$ cat config.mk
export PLATFORM = sky130hd
export DESIGN_NAME = crwap_core_regs
export DESIGN_NICKNAME = d
export VERILOG_FILES = /design/src/rtl/crwap_pkg.sv /design/src/rtl/crwap_core_regs.sv /design/src/rtl/crwap_wide_stage.sv
export SDC_FILE = /design/constraint.sdc
export NUM_CORES = 1
export LEC_CHECK = 0
export BUFFER_PORTS_ARGS = -buffer_cell sky130_fd_sc_hd__buf_2
export CAP_MARGIN = 20
export CORE_AREA = 2 2 219 221
export CTS_BUF_LIST = sky130_fd_sc_hd__clkbuf_2 sky130_fd_sc_hd__clkbuf_4 sky130_fd_sc_hd__clkbuf_8
export DETAILED_ROUTE_END_ITERATION = 6
export DIE_AREA = 0 0 221 223
export GPL_TIMING_DRIVEN = 0
export PLACE_DENSITY_LB_ADDON = 0.3
export SYNTH_ARGS = -nofsm -noshare
export SYNTH_HDL_FRONTEND = slang
export SYNTH_SLANG_ARGS = --single-unit
$ cat constraint.sdc
create_clock -name clock_in -period 3.1 [get_ports clock_in]
set_input_delay 0.155 -clock clock_in [delete_from_list [all_inputs] [get_ports clock_in]]
set_output_delay 0.155 -clock clock_in [all_outputs]
set_load 0.03 [all_outputs]
$ cat src/rtl/crwap_pkg.sv
package crwap_pkg;
   // register file geometry
   localparam int unsigned NUM_REGS = 32;
   localparam int unsigned REG_W    = 8;
   localparam int unsigned RIDX_W   = 5;
   localparam logic [4:0]  IMM_BASE = 5'h10;
   localparam logic [4:0]  PTR_X_LO = 5'h1A;
   localparam logic [4:0]  PTR_Y_LO = 5'h1C;
   localparam logic [4:0]  PTR_Z_LO = 5'h1E;

   // cpu i/o register offsets
   localparam logic [5:0] OFS_KEY   = 6'h04;
   localparam logic [5:0] OFS_SP_LO = 6'h0D;
   localparam logic [5:0] OFS_SP_HI = 6'h0E;
   localparam logic [5:0] OFS_FLAGS = 6'h0F;

   // protection key
   localparam logic [7:0] SIG_IO_UNLOCK  = 8'hD8;
   localparam logic [7:0] SIG_SPM_UNLOCK = 8'h9D;
   localparam int unsigned KEY_IO_BIT    = 0;
   localparam int unsigned KEY_SPM_BIT   = 1;
   localparam logic [2:0] UNLOCK_INSNS   = 3'h4;
   localparam logic [7:0] FLAGS_RESET    = 8'h00;
   localparam logic [15:0] SP_RESET      = 16'h3FFF;
   localparam logic [7:0] BYTE_ZERO      = 8'h00;

   // pointer update selection
   typedef enum logic [1:0] {
      CRWAP_PTR_DISP,
      CRWAP_PTR_POSTINC,
      CRWAP_PTR_PREDEC
   } crwap_ptr_mode_t;

   typedef enum logic [1:0] {
      CRWAP_UNLOCK_NONE,
      CRWAP_UNLOCK_IO,
      CRWAP_UNLOCK_SPM
   } crwap_unlock_t;

   // register file port from the core
   typedef struct packed {
      logic        wr_en;
      logic [4:0]  wr_idx;
      logic [7:0]  wr_data;
      logic        imm_op;
      logic [4:0]  rd_a_idx;
      logic [4:0]  rd_b_idx;
   } crwap_rf_req_t;

   // pointer operation from the core
   typedef struct packed {
      logic            en;
      logic [1:0]      sel;
      crwap_ptr_mode_t mode;
      logic [5:0]      disp;
   } crwap_ptr_req_t;

   // byte-wide peripheral bus access
   typedef struct packed {
      logic       rd;
      logic       wr;
      logic [5:0] addr;
      logic [7:0] wdata;
   } crwap_bus_req_t;

   // core activity that ends or uses an unlock
   typedef struct packed {
      logic insn_done;
      logic io_or_ram_wr;
      logic nvm_access;
      logic sleep_exec;
      logic nvm_cmd_wr;
      logic prot_io_wr;
   } crwap_core_evt_t;
endpackage

$ cat src/rtl/crwap_core_regs.sv
`timescale 1ns/10ps
// Contract
// - thirty-two byte working registers, own space
// - single-cycle register read and write
// - immediate ops reach only R16-R31
// - R26-R31 form three 16-bit pointers
// - top pointer also addresses program memory
// - pointers support displacement, increment, decrement
// - 16-bit registers use byte staging latch
// - low write loads latch only
// - high write commits latch and byte together
// - low read stages high byte
// - high read returns staged byte
// - protected actions need valid key first
// - io unlock ends on write, nvm, sleep
// - spm unlock ends on nvm, sleep
// - no interrupts while unlocked
// - pending requests serviced after unlock
// - keys are D8 io and 9D spm
// - key bit0 io, bit1 spm, rest zero
module crwap_core_regs (
   // clock and reset
   input  wire logic                       clock_in,
   input  wire logic                       nrst_in,
   // working register port
   input  wire crwap_pkg::crwap_rf_req_t   rf_req_in,
   // pointer operation
   input  wire crwap_pkg::crwap_ptr_req_t  ptr_req_in,
   // i/o register bus
   input  wire crwap_pkg::crwap_bus_req_t  bus_req_in,
   // core activity
   input  wire crwap_pkg::crwap_core_evt_t evt_in,
   input  wire logic                       irq_pending_in,
   // register file read data
   output logic [7:0]                      rd_a_out,
   output logic [7:0]                      rd_b_out,
   output logic                            rf_refused_out,
   // pointer results
   output logic [15:0]                     ptr_addr_out,
   output logic [15:0]                     prog_addr_out,
   // i/o read data
   output logic [7:0]                      bus_rdata_out,
   // protection and interrupt gating
   output logic                            io_unlock_out,
   output logic                            spm_unlock_out,
   output logic                            prot_io_accept_out,
   output logic                            nvm_cmd_accept_out,
   output logic                            irq_take_out,
   // visible state
   output logic [15:0]                     stack_top_pointer_out,
   output logic [7:0]                      result_flags_out
);
   logic [7:0]  regs_q [crwap_pkg::NUM_REGS];
   logic [7:0]  regs_d [crwap_pkg::NUM_REGS];
   logic [7:0]  rd_a_q;
   logic [7:0]  rd_a_d;
   logic [7:0]  rd_b_q;
   logic [7:0]  rd_b_d;
   logic        refused_q;
   logic        refused_d;
   logic [15:0] ptr_addr_q;
   logic [15:0] ptr_addr_d;
   logic [15:0] prog_addr_q;
   logic [15:0] prog_addr_d;
   logic [7:0]  flags_q;
   logic [7:0]  flags_d;
   logic [7:0]  rdata_q;
   logic [7:0]  rdata_d;
   logic [2:0]  cnt_q;
   logic [2:0]  cnt_d;
   crwap_pkg::crwap_unlock_t mode_q;
   crwap_pkg::crwap_unlock_t mode_d;
   logic        acc_io_q;
   logic        acc_io_d;
   logic        acc_nvm_q;
   logic        acc_nvm_d;
   logic        irq_q;
   logic        irq_d;
   // window flags registered so the unlock outputs come from flops
   logic        io_q;
   logic        io_d;
   logic        spm_q;
   logic        spm_d;
   logic [15:0] sp_value;
   logic [7:0]  sp_rdata;
   logic        sp_lo_wr;
   logic        sp_hi_wr;
   logic        sp_lo_rd;
   logic        sp_hi_rd;

   function automatic logic [4:0] PTR_LO_IDX(input logic [1:0] sel);
      case (sel)
         2'h0:    return crwap_pkg::PTR_X_LO;
         2'h1:    return crwap_pkg::PTR_Y_LO;
         default: return crwap_pkg::PTR_Z_LO;
      endcase
   endfunction

   function automatic logic HIT(input crwap_pkg::crwap_bus_req_t req, input logic [5:0] ofs);
      return req.addr == ofs;
   endfunction

   assign sp_lo_wr = bus_req_in.wr && HIT(bus_req_in, crwap_pkg::OFS_SP_LO);
   assign sp_hi_wr = bus_req_in.wr && HIT(bus_req_in, crwap_pkg::OFS_SP_HI);
   assign sp_lo_rd = bus_req_in.rd && HIT(bus_req_in, crwap_pkg::OFS_SP_LO);
   assign sp_hi_rd = bus_req_in.rd && HIT(bus_req_in, crwap_pkg::OFS_SP_HI);

   crwap_wide_stage u_sp (
      .clock_in     (clock_in),
      .nrst_in      (nrst_in),
      .lo_wr_in     (sp_lo_wr),
      .hi_wr_in     (sp_hi_wr),
      .lo_rd_in     (sp_lo_rd),
      .hi_rd_in     (sp_hi_rd),
      .wdata_in     (bus_req_in.wdata),
      .reset_val_in (crwap_pkg::SP_RESET),
      .value_out    (sp_value),
      .rdata_out    (sp_rdata)
   );

   // working registers and pointers
   always_comb begin
      logic [4:0]  lo_idx;
      logic [15:0] ptr;
      logic [15:0] eff;
      logic        ok;
      lo_idx = PTR_LO_IDX(ptr_req_in.sel);
      ptr    = 16'h0000;
      eff    = 16'h0000;
      ok     = 1'b0;
      for (int i = 0; i < crwap_pkg::NUM_REGS; i++) begin
         regs_d[i] = regs_q[i];
      end
      // read data is the registered operand of the requested index
      rd_a_d = regs_q[rf_req_in.rd_a_idx];
      rd_b_d = regs_q[rf_req_in.rd_b_idx];
      ok = !rf_req_in.imm_op || (rf_req_in.wr_idx >= crwap_pkg::IMM_BASE);
      refused_d = rf_req_in.wr_en && !ok;
      if (rf_req_in.wr_en && ok) begin
         regs_d[rf_req_in.wr_idx] = rf_req_in.wr_data;
      end
      ptr = {regs_q[lo_idx + 5'h01], regs_q[lo_idx]};
      eff = ptr;
      ptr_addr_d = ptr_addr_q;
      if (ptr_req_in.en) begin
         case (ptr_req_in.mode)
            crwap_pkg::CRWAP_PTR_DISP: begin
               eff = ptr + {10'h000, ptr_req_in.disp};
            end
            crwap_pkg::CRWAP_PTR_POSTINC: begin
               {regs_d[lo_idx + 5'h01], regs_d[lo_idx]} = ptr + 16'h0001;
            end
            crwap_pkg::CRWAP_PTR_PREDEC: begin
               eff = ptr - 16'h0001;
               {regs_d[lo_idx + 5'h01], regs_d[lo_idx]} = eff;
            end
            default: begin
               eff = ptr;
            end
         endcase
         ptr_addr_d = eff;
      end
      // Z always feeds the program memory address
      prog_addr_d = {regs_q[crwap_pkg::PTR_Z_LO + 5'h01], regs_q[crwap_pkg::PTR_Z_LO]};
   end

   // unlock window and i/o registers
   always_comb begin
      logic io_end;
      logic spm_end;
      mode_d  = mode_q;
      cnt_d   = cnt_q;
      flags_d = flags_q;
      io_end  = evt_in.io_or_ram_wr || evt_in.nvm_access || evt_in.sleep_exec;
      spm_end = evt_in.nvm_access || evt_in.sleep_exec;
      // protected actions pass only inside their own window
      acc_io_d  = evt_in.prot_io_wr && (mode_q == crwap_pkg::CRWAP_UNLOCK_IO);
      acc_nvm_d = evt_in.nvm_cmd_wr && (mode_q == crwap_pkg::CRWAP_UNLOCK_SPM);
      if (mode_q != crwap_pkg::CRWAP_UNLOCK_NONE) begin
         if ((mode_q == crwap_pkg::CRWAP_UNLOCK_IO && io_end)
             || (mode_q == crwap_pkg::CRWAP_UNLOCK_SPM && spm_end)) begin
            mode_d = crwap_pkg::CRWAP_UNLOCK_NONE;
            cnt_d  = 3'h0;
         end else if (evt_in.insn_done) begin
            cnt_d = cnt_q - 3'h1;
            if (cnt_q == 3'h1) begin
               mode_d = crwap_pkg::CRWAP_UNLOCK_NONE;
            end
         end
      end
      // key write after the cancel check so a fresh key reopens the window
      if (bus_req_in.wr && HIT(bus_req_in, crwap_pkg::OFS_KEY)) begin
         if (bus_req_in.wdata == crwap_pkg::SIG_IO_UNLOCK) begin
            mode_d = crwap_pkg::CRWAP_UNLOCK_IO;
            cnt_d  = crwap_pkg::UNLOCK_INSNS;
         end else if (bus_req_in.wdata == crwap_pkg::SIG_SPM_UNLOCK) begin
            mode_d = crwap_pkg::CRWAP_UNLOCK_SPM;
            cnt_d  = crwap_pkg::UNLOCK_INSNS;
         end
      end
      if (bus_req_in.wr && HIT(bus_req_in, crwap_pkg::OFS_FLAGS)) begin
         flags_d = bus_req_in.wdata;
      end
      // interrupts stay pending in their sources until the window closes
      irq_d = irq_pending_in && (mode_d == crwap_pkg::CRWAP_UNLOCK_NONE)
              && (mode_q == crwap_pkg::CRWAP_UNLOCK_NONE);
      io_d  = (mode_d == crwap_pkg::CRWAP_UNLOCK_IO);
      spm_d = (mode_d == crwap_pkg::CRWAP_UNLOCK_SPM);
      rdata_d = crwap_pkg::BYTE_ZERO;
      if (bus_req_in.rd) begin
         case (bus_req_in.addr)
            crwap_pkg::OFS_KEY: begin
               rdata_d[crwap_pkg::KEY_IO_BIT]  = (mode_q == crwap_pkg::CRWAP_UNLOCK_IO);
               rdata_d[crwap_pkg::KEY_SPM_BIT] = (mode_q == crwap_pkg::CRWAP_UNLOCK_SPM);
            end
            crwap_pkg::OFS_SP_LO, crwap_pkg::OFS_SP_HI: begin
               rdata_d = sp_rdata;
            end
            crwap_pkg::OFS_FLAGS: begin
               rdata_d = flags_q;
            end
            default: begin
               rdata_d = crwap_pkg::BYTE_ZERO;
            end
         endcase
      end
   end

   always_ff @(posedge clock_in or negedge nrst_in) begin
      if (!nrst_in) begin
         for (int i = 0; i < crwap_pkg::NUM_REGS; i++) begin
            regs_q[i] <= crwap_pkg::BYTE_ZERO;
         end
         rd_a_q      <= crwap_pkg::BYTE_ZERO;
         rd_b_q      <= crwap_pkg::BYTE_ZERO;
         refused_q   <= 1'b0;
         ptr_addr_q  <= 16'h0000;
         prog_addr_q <= 16'h0000;
      end else begin
         for (int i = 0; i < crwap_pkg::NUM_REGS; i++) begin
            regs_q[i] <= regs_d[i];
         end
         rd_a_q      <= rd_a_d;
         rd_b_q      <= rd_b_d;
         refused_q   <= refused_d;
         ptr_addr_q  <= ptr_addr_d;
         prog_addr_q <= prog_addr_d;
      end
   end

   always_ff @(posedge clock_in or negedge nrst_in) begin
      if (!nrst_in) begin
         mode_q    <= crwap_pkg::CRWAP_UNLOCK_NONE;
         cnt_q     <= 3'h0;
         flags_q   <= crwap_pkg::FLAGS_RESET;
         rdata_q   <= crwap_pkg::BYTE_ZERO;
         acc_io_q  <= 1'b0;
         acc_nvm_q <= 1'b0;
         irq_q     <= 1'b0;
         io_q      <= 1'b0;
         spm_q     <= 1'b0;
      end else begin
         mode_q    <= mode_d;
         cnt_q     <= cnt_d;
         flags_q   <= flags_d;
         rdata_q   <= rdata_d;
         acc_io_q  <= acc_io_d;
         acc_nvm_q <= acc_nvm_d;
         irq_q     <= irq_d;
         io_q      <= io_d;
         spm_q     <= spm_d;
      end
   end

   assign rd_a_out              = rd_a_q;
   assign rd_b_out              = rd_b_q;
   assign rf_refused_out        = refused_q;
   assign ptr_addr_out          = ptr_addr_q;
   assign prog_addr_out         = prog_addr_q;
   assign bus_rdata_out         = rdata_q;
   assign io_unlock_out         = io_q;
   assign spm_unlock_out        = spm_q;
   assign prot_io_accept_out    = acc_io_q;
   assign nvm_cmd_accept_out    = acc_nvm_q;
   assign irq_take_out          = irq_q;
   assign stack_top_pointer_out = sp_value;
   assign result_flags_out      = flags_q;
endmodule

$ cat src/rtl/crwap_wide_stage.sv
`timescale 1ns/10ps
// 16-bit peripheral register behind a shared staging byte
module crwap_wide_stage (
   // clock and reset
   input  wire logic        clock_in,
   input  wire logic        nrst_in,
   // byte accesses decoded by the owner
   input  wire logic        lo_wr_in,
   input  wire logic        hi_wr_in,
   input  wire logic        lo_rd_in,
   input  wire logic        hi_rd_in,
   input  wire logic [7:0]  wdata_in,
   input  wire logic [15:0] reset_val_in,
   // 16-bit result and byte read data
   output logic      [15:0] value_out,
   output logic      [7:0]  rdata_out
);
   logic [15:0] value_q;
   logic [15:0] value_d;
   logic [7:0]  stage_q;
   logic [7:0]  stage_d;
   logic        init_q;

   always_comb begin
      value_d = value_q;
      stage_d = stage_q;
      if (lo_wr_in) begin
         stage_d = wdata_in;
      end
      if (hi_wr_in) begin
         value_d = {wdata_in, stage_q};
      end
      if (lo_rd_in) begin
         stage_d = value_q[15:8];
      end
      rdata_out = BYTE_SEL(lo_rd_in, hi_rd_in);
   end

   function automatic logic [7:0] BYTE_SEL(input logic lo, input logic hi);
      if (lo) begin
         return value_q[7:0];
      end else if (hi) begin
         return stage_q;
      end
      return crwap_pkg::BYTE_ZERO;
   endfunction

   // reset value is a port, so it is caught on the first clock after release
   always_ff @(posedge clock_in or negedge nrst_in) begin
      if (!nrst_in) begin
         value_q <= 16'h0000;
         stage_q <= crwap_pkg::BYTE_ZERO;
         init_q  <= 1'b0;
      end else if (!init_q) begin
         value_q <= reset_val_in;
         init_q  <= 1'b1;
      end else begin
         value_q <= value_d;
         stage_q <= stage_d;
      end
   end

   assign value_out = value_q;
endmodule

Word-level counts from Yosys, hierarchy flattened:

Cells that the tools add are included.

* add/sub/neg operators: 5
* order comparisons: 9
* equal/unequal tests: 15
* mux-type cells: 53
* bitwise operators: 5
* reduce and logical (&&, ||, !) cells: 32

Operators with widths (count)
* $bwmux 256: 5
* $mux 256: 2
* $pmux 256 s2: 1
* $bmux 8 s5: 4
* $mux 8: 17
* $demux 8 s5: 3
* $mux 16: 2
* $pmux 16 s2: 1
* $ge 6x6->1 const B: 5
* $not 5->6: 5
* $eq 6x4->1 const B: 3
* $lt 6x1->1 const B: 3
* $mux 3: 6
* $logic_and 1x1->1: 17
* $add 16x1->16 const B: 1
* $add 16x6->16: 1
* $eq 8x8->1 const B: 2
* $sub 16x1->16 const B: 1
* $mux 2: 7
* $pmux 6 s2: 1
* $eq 2x1->1 const B: 4
* $logic_not 2->1: 4
* $eq 2x2->1 const B: 3
* $eq 6x3->1 const B: 1
* other kinds (13): 20

* register bits after elaboration: 356
* input port bits: 61
* output and inout bits: 86
* logic and storage cells: 168

Longest topological paths before layout:

* depth after elaboration: 12
* depth in mapped cells: 13
* depth with buffers taken out: 12

By module:

A second synthesis with hierarchy kept.

* cell total of the unflattened synthesis: 1816
* area, all modules: 20771.2 µm²

Modules (own cells, without submodules)
* crwap_core_regs: instances 1, cells an instance 1678, area an instance 19494.9 µm², sequential area each 8282.9 µm²
* crwap_wide_stage: instances 1, cells an instance 138, area an instance 1276.2 µm², sequential area each 625.6 µm²

Worst setup path before layout:

Ideal clock, no wire load.

* kind: register to register
* start: register regs_q[26] (netlist name)
* end: register ptr_addr_q[13], in the netlist ptr_addr_out[13]
* setup time: 0.137 ns
* arrival: 2.840 ns
* required time: 2.963 ns
* path slack: 0.123 ns
* cell stages (with the launch flop): 12
* buffers on the path: 1
* clock period less this slack: 2.977 ns
* cells stage by stage: dfrtp_1 -> mux2_2 -> o21a_1 -> buf_1 -> ha_1 -> o211ai_1 -> a211oi_1 -> o21ai_0 -> a2111oi_0 -> xnor2_1 -> a221oi_1 -> a21oi_1

* cells in the longest elaborated chain, start to end: 5
* elaborated cells between the ends (all ways): 9
* classes of those cells: add/sub: 2; mux: 7

RTL lines
* start, declared: line crwap_core_regs.sv:53 `logic [7:0] regs_q [crwap_pkg::NUM_REGS];`
* start signal, assigned by index: line crwap_core_regs.sv:232 `regs_q[i] <= crwap_pkg::BYTE_ZERO;`
* start signal, assigned by index: line crwap_core_regs.sv:241 `regs_q[i] <= regs_d[i];`
* $bmux 8 s5: line crwap_core_regs.sv:142 `ptr = {regs_q[lo_idx + 5'h01], regs_q[lo_idx]};`
* $mux 8 (implied by the code) (2 in series): line crwap_core_regs.sv:142
* $sub 16x1->16 / $add 16x6->16 (equally long branches): line crwap_core_regs.sv:154, crwap_core_regs.sv:148
* $pmux 16 s2 (*): line crwap_core_regs.sv:146 `case (ptr_req_in.mode)`
* end signal, assigned: line crwap_core_regs.sv:246 `ptr_addr_q <= ptr_addr_d;`
* end, declared: line crwap_core_regs.sv:61 `logic [15:0] ptr_addr_q;`

Mark *: on every way between the ends. The rest lies on a longest branch, timed or not. The select of a mux whose other input is x is not followed.
A chain may end at the register's enable or synchronous reset.

Final worst setup path:

* start: register regs_q[42] (netlist name)
* end: register ptr_addr_q[12], in the netlist ptr_addr_out[12]

The elaborated chain is that of the path after synthesis.

==> impl_metrics.env <==
export IMPL_cts_tree="done"
export IMPL_worst_pin_slew_ns=1.17
export IMPL_dieArea_sq_um=49300
export IMPL_place_ws_ns=-0.656
export IMPL_setup_viol=0
export IMPL_dp_hpwl_microns=49200
export IMPL_clock_latency_ns=0.67
export IMPL_cellLeakagePower_uw=0.0107
export IMPL_slew_violations=0
export IMPL_gp_congestion=0.948
export IMPL_critPathLaunchType="flip-flop"
export IMPL_synth_common_cells="356 x dfrtp_1, 287 x nor2_1, 271 x mux2i_1"
export IMPL_synth_seq_cells=356
export IMPL_core_sq_um=47100
export IMPL_vias_per_cell=6.18
export IMPL_synth_nets=1834
export IMPL_synth_async_reset_ratio=1.00
export IMPL_fin_ws_ns=0.0735
export IMPL_wire_per_inst_microns=26.0
export IMPL_root_buffer="clkbuf_8"
export IMPL_routed_wirelength_microns=69800
export IMPL_finalNonFillerCells=2681
export IMPL_cts_sinks=356
export IMPL_antenna_found_initial=2
export IMPL_drtIter0Drc=2071
export IMPL_ys_warn_count=0
export IMPL_outcome="finished, final reports clean"
export IMPL_rsz0062_at_grt="true"
export IMPL_initial_core_util=0.432
export IMPL_power_density_nw_per_um2=545
export IMPL_fin_crit_sh=0.976
export IMPL_clockBufferDepth=3
export IMPL_min_path_type="in2async"
export IMPL_portBuffers=129
export IMPL_synth_top_cell_area_share=0.437
export IMPL_die_h_microns=223
export IMPL_worstPathRequired_ns=3.64
export IMPL_ff_latch_area_sq_um=8910
export IMPL_ir_drop_mv=0.359
export IMPL_dp_cells=2508
export IMPL_fillCellCount=4143
export IMPL_grt_max_degree=116
export IMPL_h_tree_depth=3
export IMPL_grt_pass1_wl_microns=104000
export IMPL_track_usage=0.281
export IMPL_synth_edf_count=0
export IMPL_overflow=0
export IMPL_multi_input_area_sq_um=10900
export IMPL_first_global_vias=16500
export IMPL_post_synth_cell_area_avg_sq_um=11.6
export IMPL_fin_util=0.511
export IMPL_syn_area_sq_um=20400
export IMPL_drive_gt1_frac=0.251
export IMPL_path_max_fanout=6
export IMPL_max_slew_margin=0.215
export IMPL_period_needed_ns=3.03
export IMPL_syn2layout_area_growth_pct=18.2
export IMPL_fin_nets=2090
export IMPL_syn_inst=1760
export IMPL_fp_dieW_microns=221
export IMPL_ys_flop_type="dfrtp_1"
export IMPL_vias=16600
export IMPL_end_kind="flip-flop"
export IMPL_antennaDiodeCount=0
export IMPL_fin_skew_ns=0.0451
export IMPL_path_class="reg2reg"
export IMPL_hold_slack_ns=0.00591
export IMPL_drtAntennaViolNets=0
export IMPL_placementRows=80
export IMPL_drc=0
export IMPL_synth_most_common_cell="dfrtp_1"
export IMPL_fmax_ghz=0.330
export IMPL_synth_area_leaders="dfrtp_1 44%, mux4_2 18%, mux2i_1 13%"
export IMPL_clk_pin_slew_ns=0.07
export IMPL_first_pass_iters=6
export IMPL_ys_seq_area_frac=0.437
export IMPL_drv_cap=0
export IMPL_arrival_ns=3.57
export IMPL_synth_top_area_cell="dfrtp_1"
export IMPL_cts_made_buffers=66
export IMPL_hold_violations=0
export IMPL_yosysUniqueCellTypes=74
export IMPL_io_pins=147
-- worst max-delay path, cell delays in order, from the launching register on --
cell and delay [ns]:
dfrtp_2 0.45, mux2_4 0.31, o21a_4 0.24, buf_8 0.13, ha_4 0.29, nand2_2 0.05
o32a_1 0.42, a22oi_2 0.16, buf_6 0.15, nand3_2 0.08, xnor2_1 0.16, a222oi_1 0.34
a21oi_1 0.12
-- repair_timing --
action | CTS | global route
setup buffers | 2 | 13
pin swaps | 3 | 11
gates resized for setup | 15 | 36
hold buffers | 35 | 0
endpoints found under the hold margin | 270 | 0
endpoints found under the setup margin | 22 | 32
-- routing by layer --
layer  wire length [microns]  GRT usage  vias to the layer above
li1                        -          -                     7012
met1                   28100      0.382                     8323
met2                   31200      0.427                     1010
met3                    6900     0.0666                      214
met4                    3520      0.132                        4
met5                      27          0                        -
-- per-stage QoR --
stage | instance area [sq um] | power, uW | TNS [ns]
2_1_floorplan | 20400 | 6880 | 0
3_3_place_gp | 21800 | 7740 | -1828.07
3_5_place_dp | 21900 | 7800 | -16.68
4_1_cts | 23800 | 13000 | 0
5_1_grt | 24100 | 13600 | -0.0688
6_report | 24100 | 13100 | 0
-- power by group --
part           total [uW]  internal [uW]  leakage (uW)  switching [uW]
registers            5300           4990       0.00478             309
logic                2640            994       0.00514            1640
clock network        5180           3040      0.000792            2140
-- layout by cell type, fill, tap and decap left out, drive strengths merged, types with 6 or more instances in the layout --
master         n
clkinv         8
mux4         160
nor4           9
mux2          30
ha            13
inv           17
or4            7
clkbuf       211
a22oi          7
nand2        114
a211oi        11
nor2         287
o21ai         42
a31oi          7
o22ai         28
buf          191
o221ai         6
dlygate4sd3   35
nand3b         6
xnor2         28
dfrtp        356
a32oi          7
and2           6
o21a          11
a21oi         45
nand4          9
o211ai         6
nor3          14
o2bb2ai        6
mux2i        272
nand3         34
-- logic make-up (layout without fill, tap and decap cells) --
family          Yosys count  after routing  share of synthesized area
mux                     462            462                      0.327
flops                   356            356                      0.437
xor+xnor                 33             33                     0.0142
compound gates          212            212                     0.0697
simple gates            519            519                      0.111
other cells               1              1                   0.000184
fa+ha+maj                14             14                    0.00848
buf+inv                 163            469                     0.0319
-- registers in the layout (all words and copies together), names as in the netlist, 2 cells and up, named ones only --
name and count:
prog_addr_out 16, prog_addr_d 16, bus_rdata_out 8, rd_b_out 8
mode_q 2, cnt_q 3, u_sp.stage_q 8, u_sp.value_out 16
result_flags_out 8, rd_a_out 8, regs_q 239, ptr_addr_out 16
-- cell type report --
class                   instances  share of cell area
plain buffers                 144              0.0254
clock buffers                 106              0.0552
clock inverters                12             0.00676
inverters                      18             0.00281
multi-input cells            1241               0.454
flip-flops and latches        356               0.370
well taps                     615              0.0320
repair buffers                189              0.0534
-- worst paths after layout --
path / from / end / slack (ns) / depth (start not counted)
worst max-delay path: regs_q[42] / ptr_addr_out[12] / 0.07 / 12
worst min-delay path: nrst_in / ptr_addr_out[11] / 0.006 / 2
worst max register to register: regs_q[42] / ptr_addr_out[12] / 0.07 / 12
worst min register to register: ptr_addr_out[8] / ptr_addr_out[8] / 0.48 / 1
max in group asynchronous: nrst_in / regs_q[226] / 1.71 / 4
min in group clock_in: bus_req_in[12] / bus_rdata_out[5] / 0.08 / 5
(Power assumes the default switching activity.)
